--- config.mk ---
export PLATFORM = sky130hd
export DESIGN_NAME = standard_timer
export DESIGN_NICKNAME = d
export VERILOG_FILES = /design/src/timer_pkg.sv /design/src/standard_timer.sv
export SDC_FILE = /design/constraint.sdc
export NUM_CORES = 1
export LEC_CHECK = 0
export ABC_AREA = 1
export BUFFER_PORTS_ARGS = -buffer_cell sky130_fd_sc_hd__clkbuf_2
export CORE_MARGIN = 4
export CORE_UTILIZATION = 45
export CTS_CLUSTER_SIZE = 10
export DETAILED_ROUTE_END_ITERATION = 6
export PLACE_DENSITY = 0.68
export SLEW_MARGIN = 20
export SYNTH_ARGS = -nofsm -noshare
export SYNTH_HDL_FRONTEND = slang
export SYNTH_SLANG_ARGS = --single-unit
--- constraint.sdc ---
create_clock -name clk -period 2.4 [get_ports clk]
set_input_delay 0.24 -clock clk [delete_from_list [all_inputs] [get_ports clk]]
set_output_delay 0.24 -clock clk [all_outputs]
set_load 0.01 [all_outputs]
--- src/timer_pkg.sv ---
// Purpose: shared constants and types for the standard timer mode logic
// Assumes: 20 MHz system clock, timer counts one step per timer clock tick
// Notes:   word-wide registers on classic Wishbone, data in the low bits
package timer_pkg;

  // ---------------------------------------------------------------
  // register map (byte addresses)
  // ---------------------------------------------------------------
  localparam logic [7:0] ctrl0_addr   = 8'h00; // run bit
  localparam logic [7:0] ctrl1_addr   = 8'h04; // timer_control_one
  localparam logic [7:0] count_addr   = 8'h08; // counter, read only
  localparam logic [7:0] cmp_a_addr   = 8'h0C; // compare_a_value
  localparam logic [7:0] cmp_p_addr   = 8'h10; // compare_p_value
  localparam logic [7:0] flags_addr   = 8'h14; // flags, write one to clear
  localparam logic [7:0] stim_addr    = 8'h18; // trigger enable

  // ---------------------------------------------------------------
  // field positions
  // ---------------------------------------------------------------
  localparam int run_pos      = 0;
  localparam int trig_en_pos  = 0;
  localparam int flag_a_pos   = 0;
  localparam int flag_p_pos   = 1;
  localparam int flag_cap_pos = 2;

  // ---------------------------------------------------------------
  // reset values
  // ---------------------------------------------------------------
  localparam logic [7:0]  ctrl1_rst = 8'h00;
  localparam logic [15:0] cmp_a_rst = 16'h0000;
  localparam logic [7:0]  cmp_p_rst = 8'h00;

  // operating modes held in mode_select_hi/lo
  typedef enum logic [1:0] {
    mode_compare = 2'b00,
    mode_capture = 2'b01,
    mode_pwm     = 2'b10,
    mode_counter = 2'b11
  } mode_e;

  // output function codes
  localparam logic [1:0] fn_zero = 2'b00; // no change / force inactive / rising
  localparam logic [1:0] fn_one  = 2'b01; // low / force active / falling
  localparam logic [1:0] fn_two  = 2'b10; // high / pwm / both edges
  localparam logic [1:0] fn_three = 2'b11; // toggle / single pulse / no capture

  // timer_control_one layout
  typedef struct packed {
    mode_e      mode;            // mode_select_hi, mode_select_lo
    logic [1:0] out_fn;          // output_function_hi, output_function_lo
    logic       output_initial;
    logic       output_invert;
    logic       period_duty_swap;
    logic       clear_select;
  } ctrl1_s;

  // pin group facing the outside
  typedef struct packed {
    logic out;    // timer output level
    logic out_en; // high while the pin is driven
  } pin_out_s;

endpackage

--- src/standard_timer.sv ---
// Purpose: 16-bit standard timer with compare, counter, pwm, pulse and capture modes
// Assumes: tick is a one-cycle timer clock enable from the clock selector
// Notes:   pins from outside pass two flip-flops before edge detection
//          comparators fire on the count about to be reached, so periods are exact
//
// Notes on behaviour
// - mode 00 runs counter, three clear sources
// - clear-select low: clear on p, both flags
// - clear-select high: clear on a, a flag only
// - output changes only on a match or a run rise
// - function zero leaves output unchanged
// - run rising edge loads initial output level
// - counter mode like compare, pin released
// - swap low: period p times 256, duty a
// - swap high: period a, duty p times 256
// - duty at or above period: full active
// - pwm raises a and p flags on matches
// - forced levels keep counting and flags running
// - initial bit sets polarity, invert bit inverts
// - run rise or trigger edge starts pulse
// - run clear or a match ends pulse
// - pulse counter zeroed only on run rise
// - capture edge latches counter into a
// - capture counter wraps on p match
// - function three disables capture, counter runs
// - compare functions: none, low, high, toggle
// - capture edges: rising, falling, both, none
// - p compares with counter high byte only
`timescale 1ns/1ps
`default_nettype none

module standard_timer (
  input  wire logic              clk,
  input  wire logic              rst,
  input  wire logic              tick,
  input  wire logic              trigger_pin,
  input  wire logic              capture_pin,
  input  wire logic              wb_cyc_i,
  input  wire logic              wb_stb_i,
  input  wire logic              wb_we_i,
  input  wire logic [7:0]        wb_adr_i,
  input  wire logic [3:0]        wb_sel_i,
  input  wire logic [31:0]       wb_dat_i,
  output logic      [31:0]       wb_dat_o,
  output logic                   wb_ack_o,
  output timer_pkg::pin_out_s    pin_o,
  output logic                   match_a_flag,
  output logic                   match_p_flag
);

  // ---------------------------------------------------------------
  // registers
  // ---------------------------------------------------------------
  timer_pkg::ctrl1_s ctrl_r;
  logic              run_bit_r;
  logic              run_d_r;
  logic              trig_en_r;
  logic [15:0]       count_r;
  logic [15:0]       cmp_a_r;
  logic [7:0]        cmp_p_r;
  logic              flag_a_r;
  logic              flag_p_r;
  logic              flag_cap_r;
  logic              out_r;
  logic [2:0]        trig_sync_r;
  logic [2:0]        cap_sync_r;

  logic              bus_req;
  logic              wr;
  logic              run_rise;
  logic              trig_rise;
  logic              cap_edge;
  logic              do_capture;
  logic              hit_a;
  logic              hit_p;
  logic              hit_ovf;
  logic              clr_cnt;
  logic              set_a;
  logic              set_p;
  logic              pulse_stop;
  logic              pwm_lvl;
  logic [16:0]       period;
  logic [16:0]       duty;
  logic              wr_run;
  logic              wr_run_val;
  logic [15:0]       count_step;

  // ---------------------------------------------------------------
  // pin synchronisers
  // ---------------------------------------------------------------

  // two stages then an edge stage; stage 0 feeds stage 1 only
  always_ff @(posedge clk) begin
    if (rst) begin
      trig_sync_r <= 3'h0;
      cap_sync_r  <= 3'h0;
    end else begin
      trig_sync_r <= {trig_sync_r[1:0], trigger_pin};
      cap_sync_r  <= {cap_sync_r[1:0], capture_pin};
    end
  end

  assign trig_rise = trig_sync_r[1] & ~trig_sync_r[2];

  // capture edge selection by output function
  always_comb begin
    case (ctrl_r.out_fn)
      timer_pkg::fn_zero: cap_edge = cap_sync_r[1] & ~cap_sync_r[2];
      timer_pkg::fn_one:  cap_edge = ~cap_sync_r[1] & cap_sync_r[2];
      timer_pkg::fn_two:  cap_edge = cap_sync_r[1] ^ cap_sync_r[2];
      default:            cap_edge = 1'b0;
    endcase
  end

  // ---------------------------------------------------------------
  // comparators and clear logic
  // ---------------------------------------------------------------
  assign bus_req = wb_cyc_i & wb_stb_i;
  assign wr      = bus_req & wb_we_i & ~wb_ack_o;
  assign wr_run  = wr & (wb_adr_i == timer_pkg::ctrl0_addr) & wb_sel_i[0];
  assign wr_run_val = wb_dat_i[timer_pkg::run_pos];

  // matches look at the value the counter is about to take, so a clear
  // lands on that value and the period is exactly the compare value;
  // p = 0 then matches on the wrap from all ones, the overflow case
  assign count_step = count_r + 16'h0001;

  // no match in the cycle that the run rise zeroes the counter, so a
  // stale count from the last run cannot raise a flag or end a pulse
  assign hit_a   = run_bit_r & run_d_r & tick & (count_step == cmp_a_r);
  assign hit_p   = run_bit_r & run_d_r & tick & (count_step[15:8] == cmp_p_r)
                 & (count_r[15:8] != cmp_p_r);
  assign hit_ovf = run_bit_r & run_d_r & tick & (count_r == 16'hFFFF) & (cmp_p_r == 8'h00);
  assign run_rise = run_bit_r & ~run_d_r;

  assign do_capture = (ctrl_r.mode == timer_pkg::mode_capture) & run_bit_r & cap_edge;
  assign pulse_stop = (ctrl_r.mode == timer_pkg::mode_pwm)
                    & (ctrl_r.out_fn == timer_pkg::fn_three) & hit_a;

  // pwm period and duty from the swap bit, p scaled by 256
  always_comb begin
    if (ctrl_r.period_duty_swap) begin
      period = {1'b0, cmp_a_r};
      duty   = (cmp_p_r == 8'h00) ? 17'h10000 : {1'b0, cmp_p_r, 8'h00};
    end else begin
      period = (cmp_p_r == 8'h00) ? 17'h10000 : {1'b0, cmp_p_r, 8'h00};
      duty   = {1'b0, cmp_a_r};
    end
    pwm_lvl = ({1'b0, count_r} < duty) | (duty >= period);
  end

  // clear and flag selection per mode
  always_comb begin
    clr_cnt = 1'b0;
    set_a   = 1'b0;
    set_p   = 1'b0;
    case (ctrl_r.mode)
      timer_pkg::mode_compare, timer_pkg::mode_counter: begin
        if (ctrl_r.clear_select) begin
          clr_cnt = hit_a;
          set_a   = hit_a;
        end else begin
          clr_cnt = hit_p | hit_ovf;
          set_a   = hit_a;
          set_p   = hit_p;
        end
      end
      timer_pkg::mode_pwm: begin
        if (ctrl_r.out_fn == timer_pkg::fn_three) begin
          set_a = hit_a;
        end else begin
          clr_cnt = ctrl_r.period_duty_swap ? hit_a : hit_p;
          set_a   = hit_a;
          set_p   = hit_p;
        end
      end
      default: begin
        clr_cnt = hit_p;
        set_p   = hit_p;
      end
    endcase
  end

  // ---------------------------------------------------------------
  // counter
  // ---------------------------------------------------------------

  // zeroed on run rise; otherwise counts ticks, wraps on clear
  // a stopped counter keeps its value until the next run rise
  always_ff @(posedge clk) begin
    if (rst) begin
      count_r <= 16'h0000;
    end else if (run_rise) begin
      count_r <= 16'h0000;
    end else if (run_bit_r & tick) begin
      count_r <= clr_cnt ? 16'h0000 : count_step;
    end
  end

  // ---------------------------------------------------------------
  // run bit and trigger
  // ---------------------------------------------------------------

  // software writes, trigger edge sets in pulse mode, a match clears
  // the match stop wins over a bus write in the same cycle
  always_ff @(posedge clk) begin
    if (rst) begin
      run_bit_r <= 1'b0;
      run_d_r   <= 1'b0;
    end else begin
      run_d_r <= run_bit_r;
      if (pulse_stop) begin
        run_bit_r <= 1'b0;
      end else if (wr_run) begin
        run_bit_r <= wr_run_val;
      end else if (trig_en_r & trig_rise & (ctrl_r.mode == timer_pkg::mode_pwm)
                   & (ctrl_r.out_fn == timer_pkg::fn_three)) begin
        run_bit_r <= 1'b1;
      end
    end
  end

  // ---------------------------------------------------------------
  // output pin
  // ---------------------------------------------------------------

  // compare mode level: initial on run rise, then match action
  always_ff @(posedge clk) begin
    if (rst) begin
      out_r <= 1'b0;
    end else if (run_rise) begin
      out_r <= ctrl_r.output_initial;
    end else if ((ctrl_r.mode == timer_pkg::mode_compare) & set_a) begin
      case (ctrl_r.out_fn)
        timer_pkg::fn_zero: out_r <= out_r;
        timer_pkg::fn_one:  out_r <= 1'b0;
        timer_pkg::fn_two:  out_r <= 1'b1;
        default:            out_r <= ~out_r;
      endcase
    end
  end

  // final pin level per mode; in pwm mode the active level comes from the initial bit
  always_comb begin
    pin_o.out    = 1'b0;
    pin_o.out_en = 1'b0;
    case (ctrl_r.mode)
      timer_pkg::mode_compare: begin
        pin_o.out    = out_r ^ ctrl_r.output_invert;
        pin_o.out_en = 1'b1;
      end
      timer_pkg::mode_pwm: begin
        pin_o.out_en = 1'b1;
        case (ctrl_r.out_fn)
          timer_pkg::fn_zero:  pin_o.out = ~ctrl_r.output_initial;
          timer_pkg::fn_one:   pin_o.out = ctrl_r.output_initial;
          timer_pkg::fn_two:   pin_o.out = ~(pwm_lvl & run_bit_r) ^ ctrl_r.output_initial;
          default:             pin_o.out = ~run_bit_r ^ ctrl_r.output_initial;
        endcase
        pin_o.out = pin_o.out ^ ctrl_r.output_invert;
      end
      default: begin
        pin_o.out    = 1'b0;
        pin_o.out_en = 1'b0;
      end
    endcase
  end

  // ---------------------------------------------------------------
  // flags
  // ---------------------------------------------------------------

  // sticky, write one to clear; a set in the same cycle wins
  always_ff @(posedge clk) begin
    if (rst) begin
      flag_a_r   <= 1'b0;
      flag_p_r   <= 1'b0;
      flag_cap_r <= 1'b0;
    end else begin
      if (set_a) begin
        flag_a_r <= 1'b1;
      end else if (wr & (wb_adr_i == timer_pkg::flags_addr) & wb_sel_i[0]
                   & wb_dat_i[timer_pkg::flag_a_pos]) begin
        flag_a_r <= 1'b0;
      end
      if (set_p) begin
        flag_p_r <= 1'b1;
      end else if (wr & (wb_adr_i == timer_pkg::flags_addr) & wb_sel_i[0]
                   & wb_dat_i[timer_pkg::flag_p_pos]) begin
        flag_p_r <= 1'b0;
      end
      if (do_capture) begin
        flag_cap_r <= 1'b1;
      end else if (wr & (wb_adr_i == timer_pkg::flags_addr) & wb_sel_i[0]
                   & wb_dat_i[timer_pkg::flag_cap_pos]) begin
        flag_cap_r <= 1'b0;
      end
    end
  end

  assign match_a_flag = flag_a_r;
  assign match_p_flag = flag_p_r;

  // ---------------------------------------------------------------
  // register writes
  // ---------------------------------------------------------------

  // control and compare values; capture overwrites compare a
  // compare a takes byte lanes 0 and 1; other registers use lane 0 only
  always_ff @(posedge clk) begin
    if (rst) begin
      ctrl_r    <= timer_pkg::ctrl1_s'(timer_pkg::ctrl1_rst);
      cmp_a_r   <= timer_pkg::cmp_a_rst;
      cmp_p_r   <= timer_pkg::cmp_p_rst;
      trig_en_r <= 1'b0;
    end else begin
      if (wr & (wb_adr_i == timer_pkg::ctrl1_addr) & wb_sel_i[0]) begin
        ctrl_r <= timer_pkg::ctrl1_s'(wb_dat_i[7:0]);
      end
      if (do_capture) begin
        cmp_a_r <= count_r;
      end else if (wr & (wb_adr_i == timer_pkg::cmp_a_addr)) begin
        if (wb_sel_i[0]) cmp_a_r[7:0]  <= wb_dat_i[7:0];
        if (wb_sel_i[1]) cmp_a_r[15:8] <= wb_dat_i[15:8];
      end
      if (wr & (wb_adr_i == timer_pkg::cmp_p_addr) & wb_sel_i[0]) begin
        cmp_p_r <= wb_dat_i[7:0];
      end
      if (wr & (wb_adr_i == timer_pkg::stim_addr) & wb_sel_i[0]) begin
        trig_en_r <= wb_dat_i[timer_pkg::trig_en_pos];
      end
    end
  end

  // ---------------------------------------------------------------
  // wishbone answer
  // ---------------------------------------------------------------

  // one-cycle ack, read data registered; unmapped reads give zero
  // ack drops in the cycle after it is given, so a held request is taken again every second cycle
  always_ff @(posedge clk) begin
    if (rst) begin
      wb_ack_o <= 1'b0;
      wb_dat_o <= 32'h0000_0000;
    end else begin
      wb_ack_o <= bus_req & ~wb_ack_o;
      if (wb_adr_i == timer_pkg::ctrl0_addr) begin
        wb_dat_o <= {31'h0, run_bit_r};
      end else if (wb_adr_i == timer_pkg::ctrl1_addr) begin
        wb_dat_o <= {24'h0, ctrl_r};
      end else if (wb_adr_i == timer_pkg::count_addr) begin
        wb_dat_o <= {16'h0, count_r};
      end else if (wb_adr_i == timer_pkg::cmp_a_addr) begin
        wb_dat_o <= {16'h0, cmp_a_r};
      end else if (wb_adr_i == timer_pkg::cmp_p_addr) begin
        wb_dat_o <= {24'h0, cmp_p_r};
      end else if (wb_adr_i == timer_pkg::flags_addr) begin
        wb_dat_o <= {29'h0, flag_cap_r, flag_p_r, flag_a_r};
      end else if (wb_adr_i == timer_pkg::stim_addr) begin
        wb_dat_o <= {31'h0, trig_en_r};
      end else begin
        wb_dat_o <= 32'h0000_0000;
      end
    end
  end

endmodule

`default_nettype wire

Word level (Yosys, flattened, before mapping)
Cells that the tools add are included.
{ "op_classes": {"mux": 38, "n_reduce_logical": 22, "n_eq_ne": 17, "n_bitwise": 55, "n_lt_le_gt_ge": 2, "addsub": 1} }
{ "ops": {"columns": ["operator", "count"], "rows": [
  ["two-way mux 16 bit", 5],
  ["two-way mux 17 bit", 3],
  ["AND 1 bit", 39],
  ["two-way mux 8 bit", 4],
  ["== test 8 x 5 -> 1 bit, second input constant", 3],
  ["two-way mux 1 bit", 19],
  ["greater-or-equal comparator 17 bit", 1],
  ["< comparator 16 x 17 -> 1 bit", 1],
  ["adder 16 x 1 -> 16 bit, second input constant", 1],
  ["== test 16 bit", 1],
  ["== test 16 bit, second input constant", 1],
  ["== test 8 x 4 -> 1 bit, second input constant", 2],
  ["zero test 8 bit", 2],
  ["nonzero test 2 bit", 8],
  ["NOT 1 bit", 9],
  ["one-hot mux 1 bit (3 select lines)", 3],
  ["== test 2 bit, second input constant", 4],
  ["== test 8 x 3 -> 1 bit, second input constant", 1],
  ["== test 8 bit", 1],
  ["inequality test 8 bit", 1],
  ["OR reduction 2 bit", 4],
  ["OR reduction 7 bit", 1],
  ["AND reduction 2 bit", 3],
  ["OR reduction 3 bit", 2],
  ["other kinds (8)", 16]
]} }
{ "word_totals": {"out_inout_bits": 37, "input_bits": 52, "reg_bits": 94} }

Logic depth before layout (Yosys ltp)
{ "depth": {"word_depth": 12, "depth_mapped": 25, "mapped_depth_nobuf": 23} }

Worst setup path before layout
Ideal clock, no wire load.
{ "synth_path": {"path_kind": "register to output", "from": "register ctrl_r[1] in the netlist's numbering", "to": "output pin_o[1] in the netlist's numbering", "path_stages_with_launch": 17, "t_arrival_ns": 2.279, "setup_slack_ns": -0.119, "cell_sequence": "dfxtp_1 clkbuf_8 clkbuf_1 o21ai_0 ha_1 nand4_1 nor4_1 nand3b_1 a21oi_1 nor2_1 nand2_1 nand2_1 nand3_1 nand3_1 nand3_1 nand2_1 nor2_1"} }
{ "synth_rtl": {"columns": ["item", "line_no", "source"], "rows": [
  ["start: declaration", "standard_timer.sv:54", "timer_pkg::ctrl1_s ctrl_r;"],
  ["start signal: assignment", "standard_timer.sv:312", "ctrl_r <= timer_pkg::ctrl1_s'(timer_pkg::ctrl1_rst);"],
  ["start signal: assignment", "standard_timer.sv:318", "ctrl_r <= timer_pkg::ctrl1_s'(wb_dat_i[7:0]);"],
  ["end: declaration", "standard_timer.sv:46", "output timer_pkg::pin_out_s pin_o,"]
]} }

==> key figures <==
GRT
  – Initial antenna violation count: 0
  – GRT Total Usage: 24.7%
  – Total gr overflow: 0
  – Global-route wire length before repair: 27600 um
  – Vias in the first global route: 5450
  – Largest net degree at the start of global routing: 33

Worst setup path
  – Launch point of the worst path: ctrl_r[1]
  – RR Startpoint: count_r[1]
  – CP endpoint kind: primary output
  – Arrival @ worst endpoint: 2.77 ns
  – CP max stage cell: dfxtp_4
  – Most numerous cell on the critical path: nand2_1
  – CP Class: register to primary output
  – Reg-to-reg endpoint: count_r[10]
  – Required time at the worst-slack endpoint: 2.16 ns
  – CP Launch Type: register
  – Reg2Reg Depth: 17
  – R2r setup slk: -0.04 ns
  – Largest stage delay, worst path: 0.41 ns
  – Crit Path Max Fanout: 10
  – Crit path capture: pin_o[1]

Drt
  – Antenna viol nets, final: 0
  – Via density: 5.13
  – Post-Route WL: 18200 um
  – Detailed-route DRC error count: 0
  – Drt wl/cell: 15.6 um
  – Drt initial violations: 464
  – Router iterations before antenna repair: 5
  – Via count: 6007

Power and ir drop
  – Switching power: 0.688 mW
  – PnR Total Power: 2.97 mW
  – Power per cell area: 416 mW/mm^2
  – Comb power frac: 3.9%
  – Internal power: 2.28 mW
  – Switching part of the total power: 23.2%
  – Leak: 3.10 nW
  – Max IR drop VDD: 316 uV
  – Clock power frac: 52.4%
  – Sequential cell fraction of total power: 43.7%

Min path
  – Worst hold stages: 3
  – Hold path start: capture_pin
  – HP Class: input port to register

Timing
  – RSZ-0062 raised after global routing: true
  – Final Skew: 0.00641 ns
  – Worst slew pin tran: 0.514 ns
  – Max Freq: 0.332 GHz
  – Setup ws final: -0.609 ns
  – Fin. max-slew vios: 0
  – Final setup viols: 10
  – Worst rel slew slack: 65.7%
  – Min Tclk post-route: 3.01 ns
  – Final Hold Vio Count: 0
  – Final period util: 125%
  – Min Hold Slack: 0.0679 ns

Floorplan
  – Initial cell density of the core: 46.0%
  – Core area: 0.0121 mm^2
  – Die height: 119 um
  – Die W: 119 um
  – Die Area: 0.0142 mm^2
  – I/O Pins: 89
  – Rows: 40

Layout
  – Commonest non-fill, non-tap cell in the layout: nand2_1
  – Nets: 1083
  – Layout area overhead: 28.6%
  – Finished Core Util: 59.2%
  – Share of cells above drive strength 1: 27.1%
  – Most frequent cells in the layout: 236 x nand2_1, 96 x inv_1, 95 x buf_4
  – Post-route insts no fill: 1170
  – ANT cells: 0

Placement
  – Placed Cells: 1144
  – Routability cong.: 1.01
  – DP Wirelength: 13600 um
  – IO buf count: 54

CTS
  – H-tree levels: 3
  – Clock root buffer: clkbuf_16
  – Clk slew on worst S/H paths: 0.07 ns
  – CTS tree: built
  – Worst-case clock buffer depth: 2
  – Clk_lat worst skew: 0.36 ns
  – Clk sinks: 78
  – Clock buffers created by TritonCTS: 9

Synth
  – Cells after Synth: 865
  – Mapped Area: 0.00555 mm^2
  – Syn avg cell area: 6.42 um^2
  – Sequential fraction of the synthesis area: 28.1%
  – Yosys warnings: 0
  – Yosys reg bits: 78
  – Synth unique cells: 50

Run status
  – Status: complete, but fails checks
  – Failing checks: negative setup slack

Run
  – Total of max-cap violations: 0
[worst max-delay path: cells and delay by family (launching register included)]
kind / cells / cell delay [ns]
buffers and inverters: 4 / 0.39
AO/OA/AOI/OAI: 2 / 0.19
AND/OR/NAND/NOR: 18 / 1.10
adder cells (fa/ha/maj): 1 / 0.28
flip-flops: 1 / 0.41
[final cells by class]
type / count / area (um^2)
flip-flops and latches: 78 / 1580
repair buffers: 154 / 1060
fillers: 1150 / 4920
multi-input cells: 647 / 3550
clock buffers: 10 / 239
well taps: 168 / 210
inverters: 107 / 404
clock inverters: 6 / 91.3
[metrics by stage]
step	worst slack, ns	instance area [um^2]	setup TNS, ns
2_1_floorplan	0.00650	5610	0
3_3_place_gp	-0.282	6430	-1.97
3_5_place_dp	-0.364	6430	-1.29
4_1_cts	-0.608	6820	-0.608
5_1_grt	-0.832	7140	-2.92
6_report	-0.609	7140	-0.858
[cells in the mapped netlist (all sizes together)]
cell type	number	share of area, %
o32ai	1	0.16
dlygate4sd1	1	0.16
o311ai	1	0.16
conb	1	0.068
o211ai	3	0.50
buf	25	3.3
nor3	6	0.63
or2	2	0.23
nand2	269	19
o41ai	1	0.16
o21a	1	0.14
a211oi	1	0.14
xnor2	6	0.95
a21oi	62	5.7
nand4	14	1.6
o22ai	1	0.11
nand3	40	3.9
clkbuf	22	2.8
ha	34	7.7
dfxtp	78	28
a311oi	1	0.16
nand3b	2	0.27
xor2	2	0.32
clkinv	4	0.27
a31oi	21	2.4
o21ba	1	0.18
a221oi	1	0.16
a41oi	2	0.32
inv	103	7.0
nor2	91	7.0
nor4	3	0.34
dlygate4sd3	1	0.18
o21bai	1	0.14
o21ai	63	5.7
[flip-flops by register name, indices dropped and copies added (netlist names), 3 cells and up]
signal / flops
wb_dat_o: 16
cmp_p_r: 8
trig_sync_r: 3
cap_sync_r: 3
cmp_a_r: 16
ctrl_r: 8
count_r: 16
[routing by layer]
| metal | vias up | wire [um] | GRT usage (%) |
|---|---|---|---|
| met1 | 2713 | 8190 | 34.0 |
| met5 | - | 0 | 0 |
| met3 | 36 | 1390 | 3.47 |
| met4 | 0 | 473 | 10.4 |
| met2 | 230 | 8160 | 38.7 |
| li1 | 3028 | - | - |
[power groups by stage]
stage	sequential (mW)	clock [mW]	combinational, mW
after floorplan	1.33	0	0.0783
after global placement	1.33	0	0.112
after detailed placement	1.33	0	0.113
after CTS	1.30	1.57	0.113
after global routing	1.30	1.62	0.129
final	1.30	1.55	0.117
[timing repair]
item	CTS	global route
hold endpoints to repair	0	0
gates resized for setup	20	68
endpoints found under the setup margin	18	26
cloned	0	2
setup buffers	2	7
pin swaps	6	23
hold buffers	0	0
[how the worst min path moves through the flow]
stage	to
5_1_grt	cap_sync_r[0]
3_5_place_dp	cap_sync_r[1]
3_3_place_gp	cap_sync_r[1]
6_report	cap_sync_r[0]
2_1_floorplan	cap_sync_r[0]
4_1_cts	trig_sync_r[0]
[cell families (layout without fill, tap and decap cells)]
family,Yosys count,count (layout),synth area share [%]
other,1,16,0.0676
flip-flops,78,78,28.1
adder cells (fa/ha/maj),34,34,7.66
AND/OR/NAND/NOR,427,428,33.1
buffers and inverters,156,277,13.7
XOR/XNOR,8,8,1.26
AO/OA/AOI/OAI,161,161,16.1
Power figures use the tool's default switching activity.
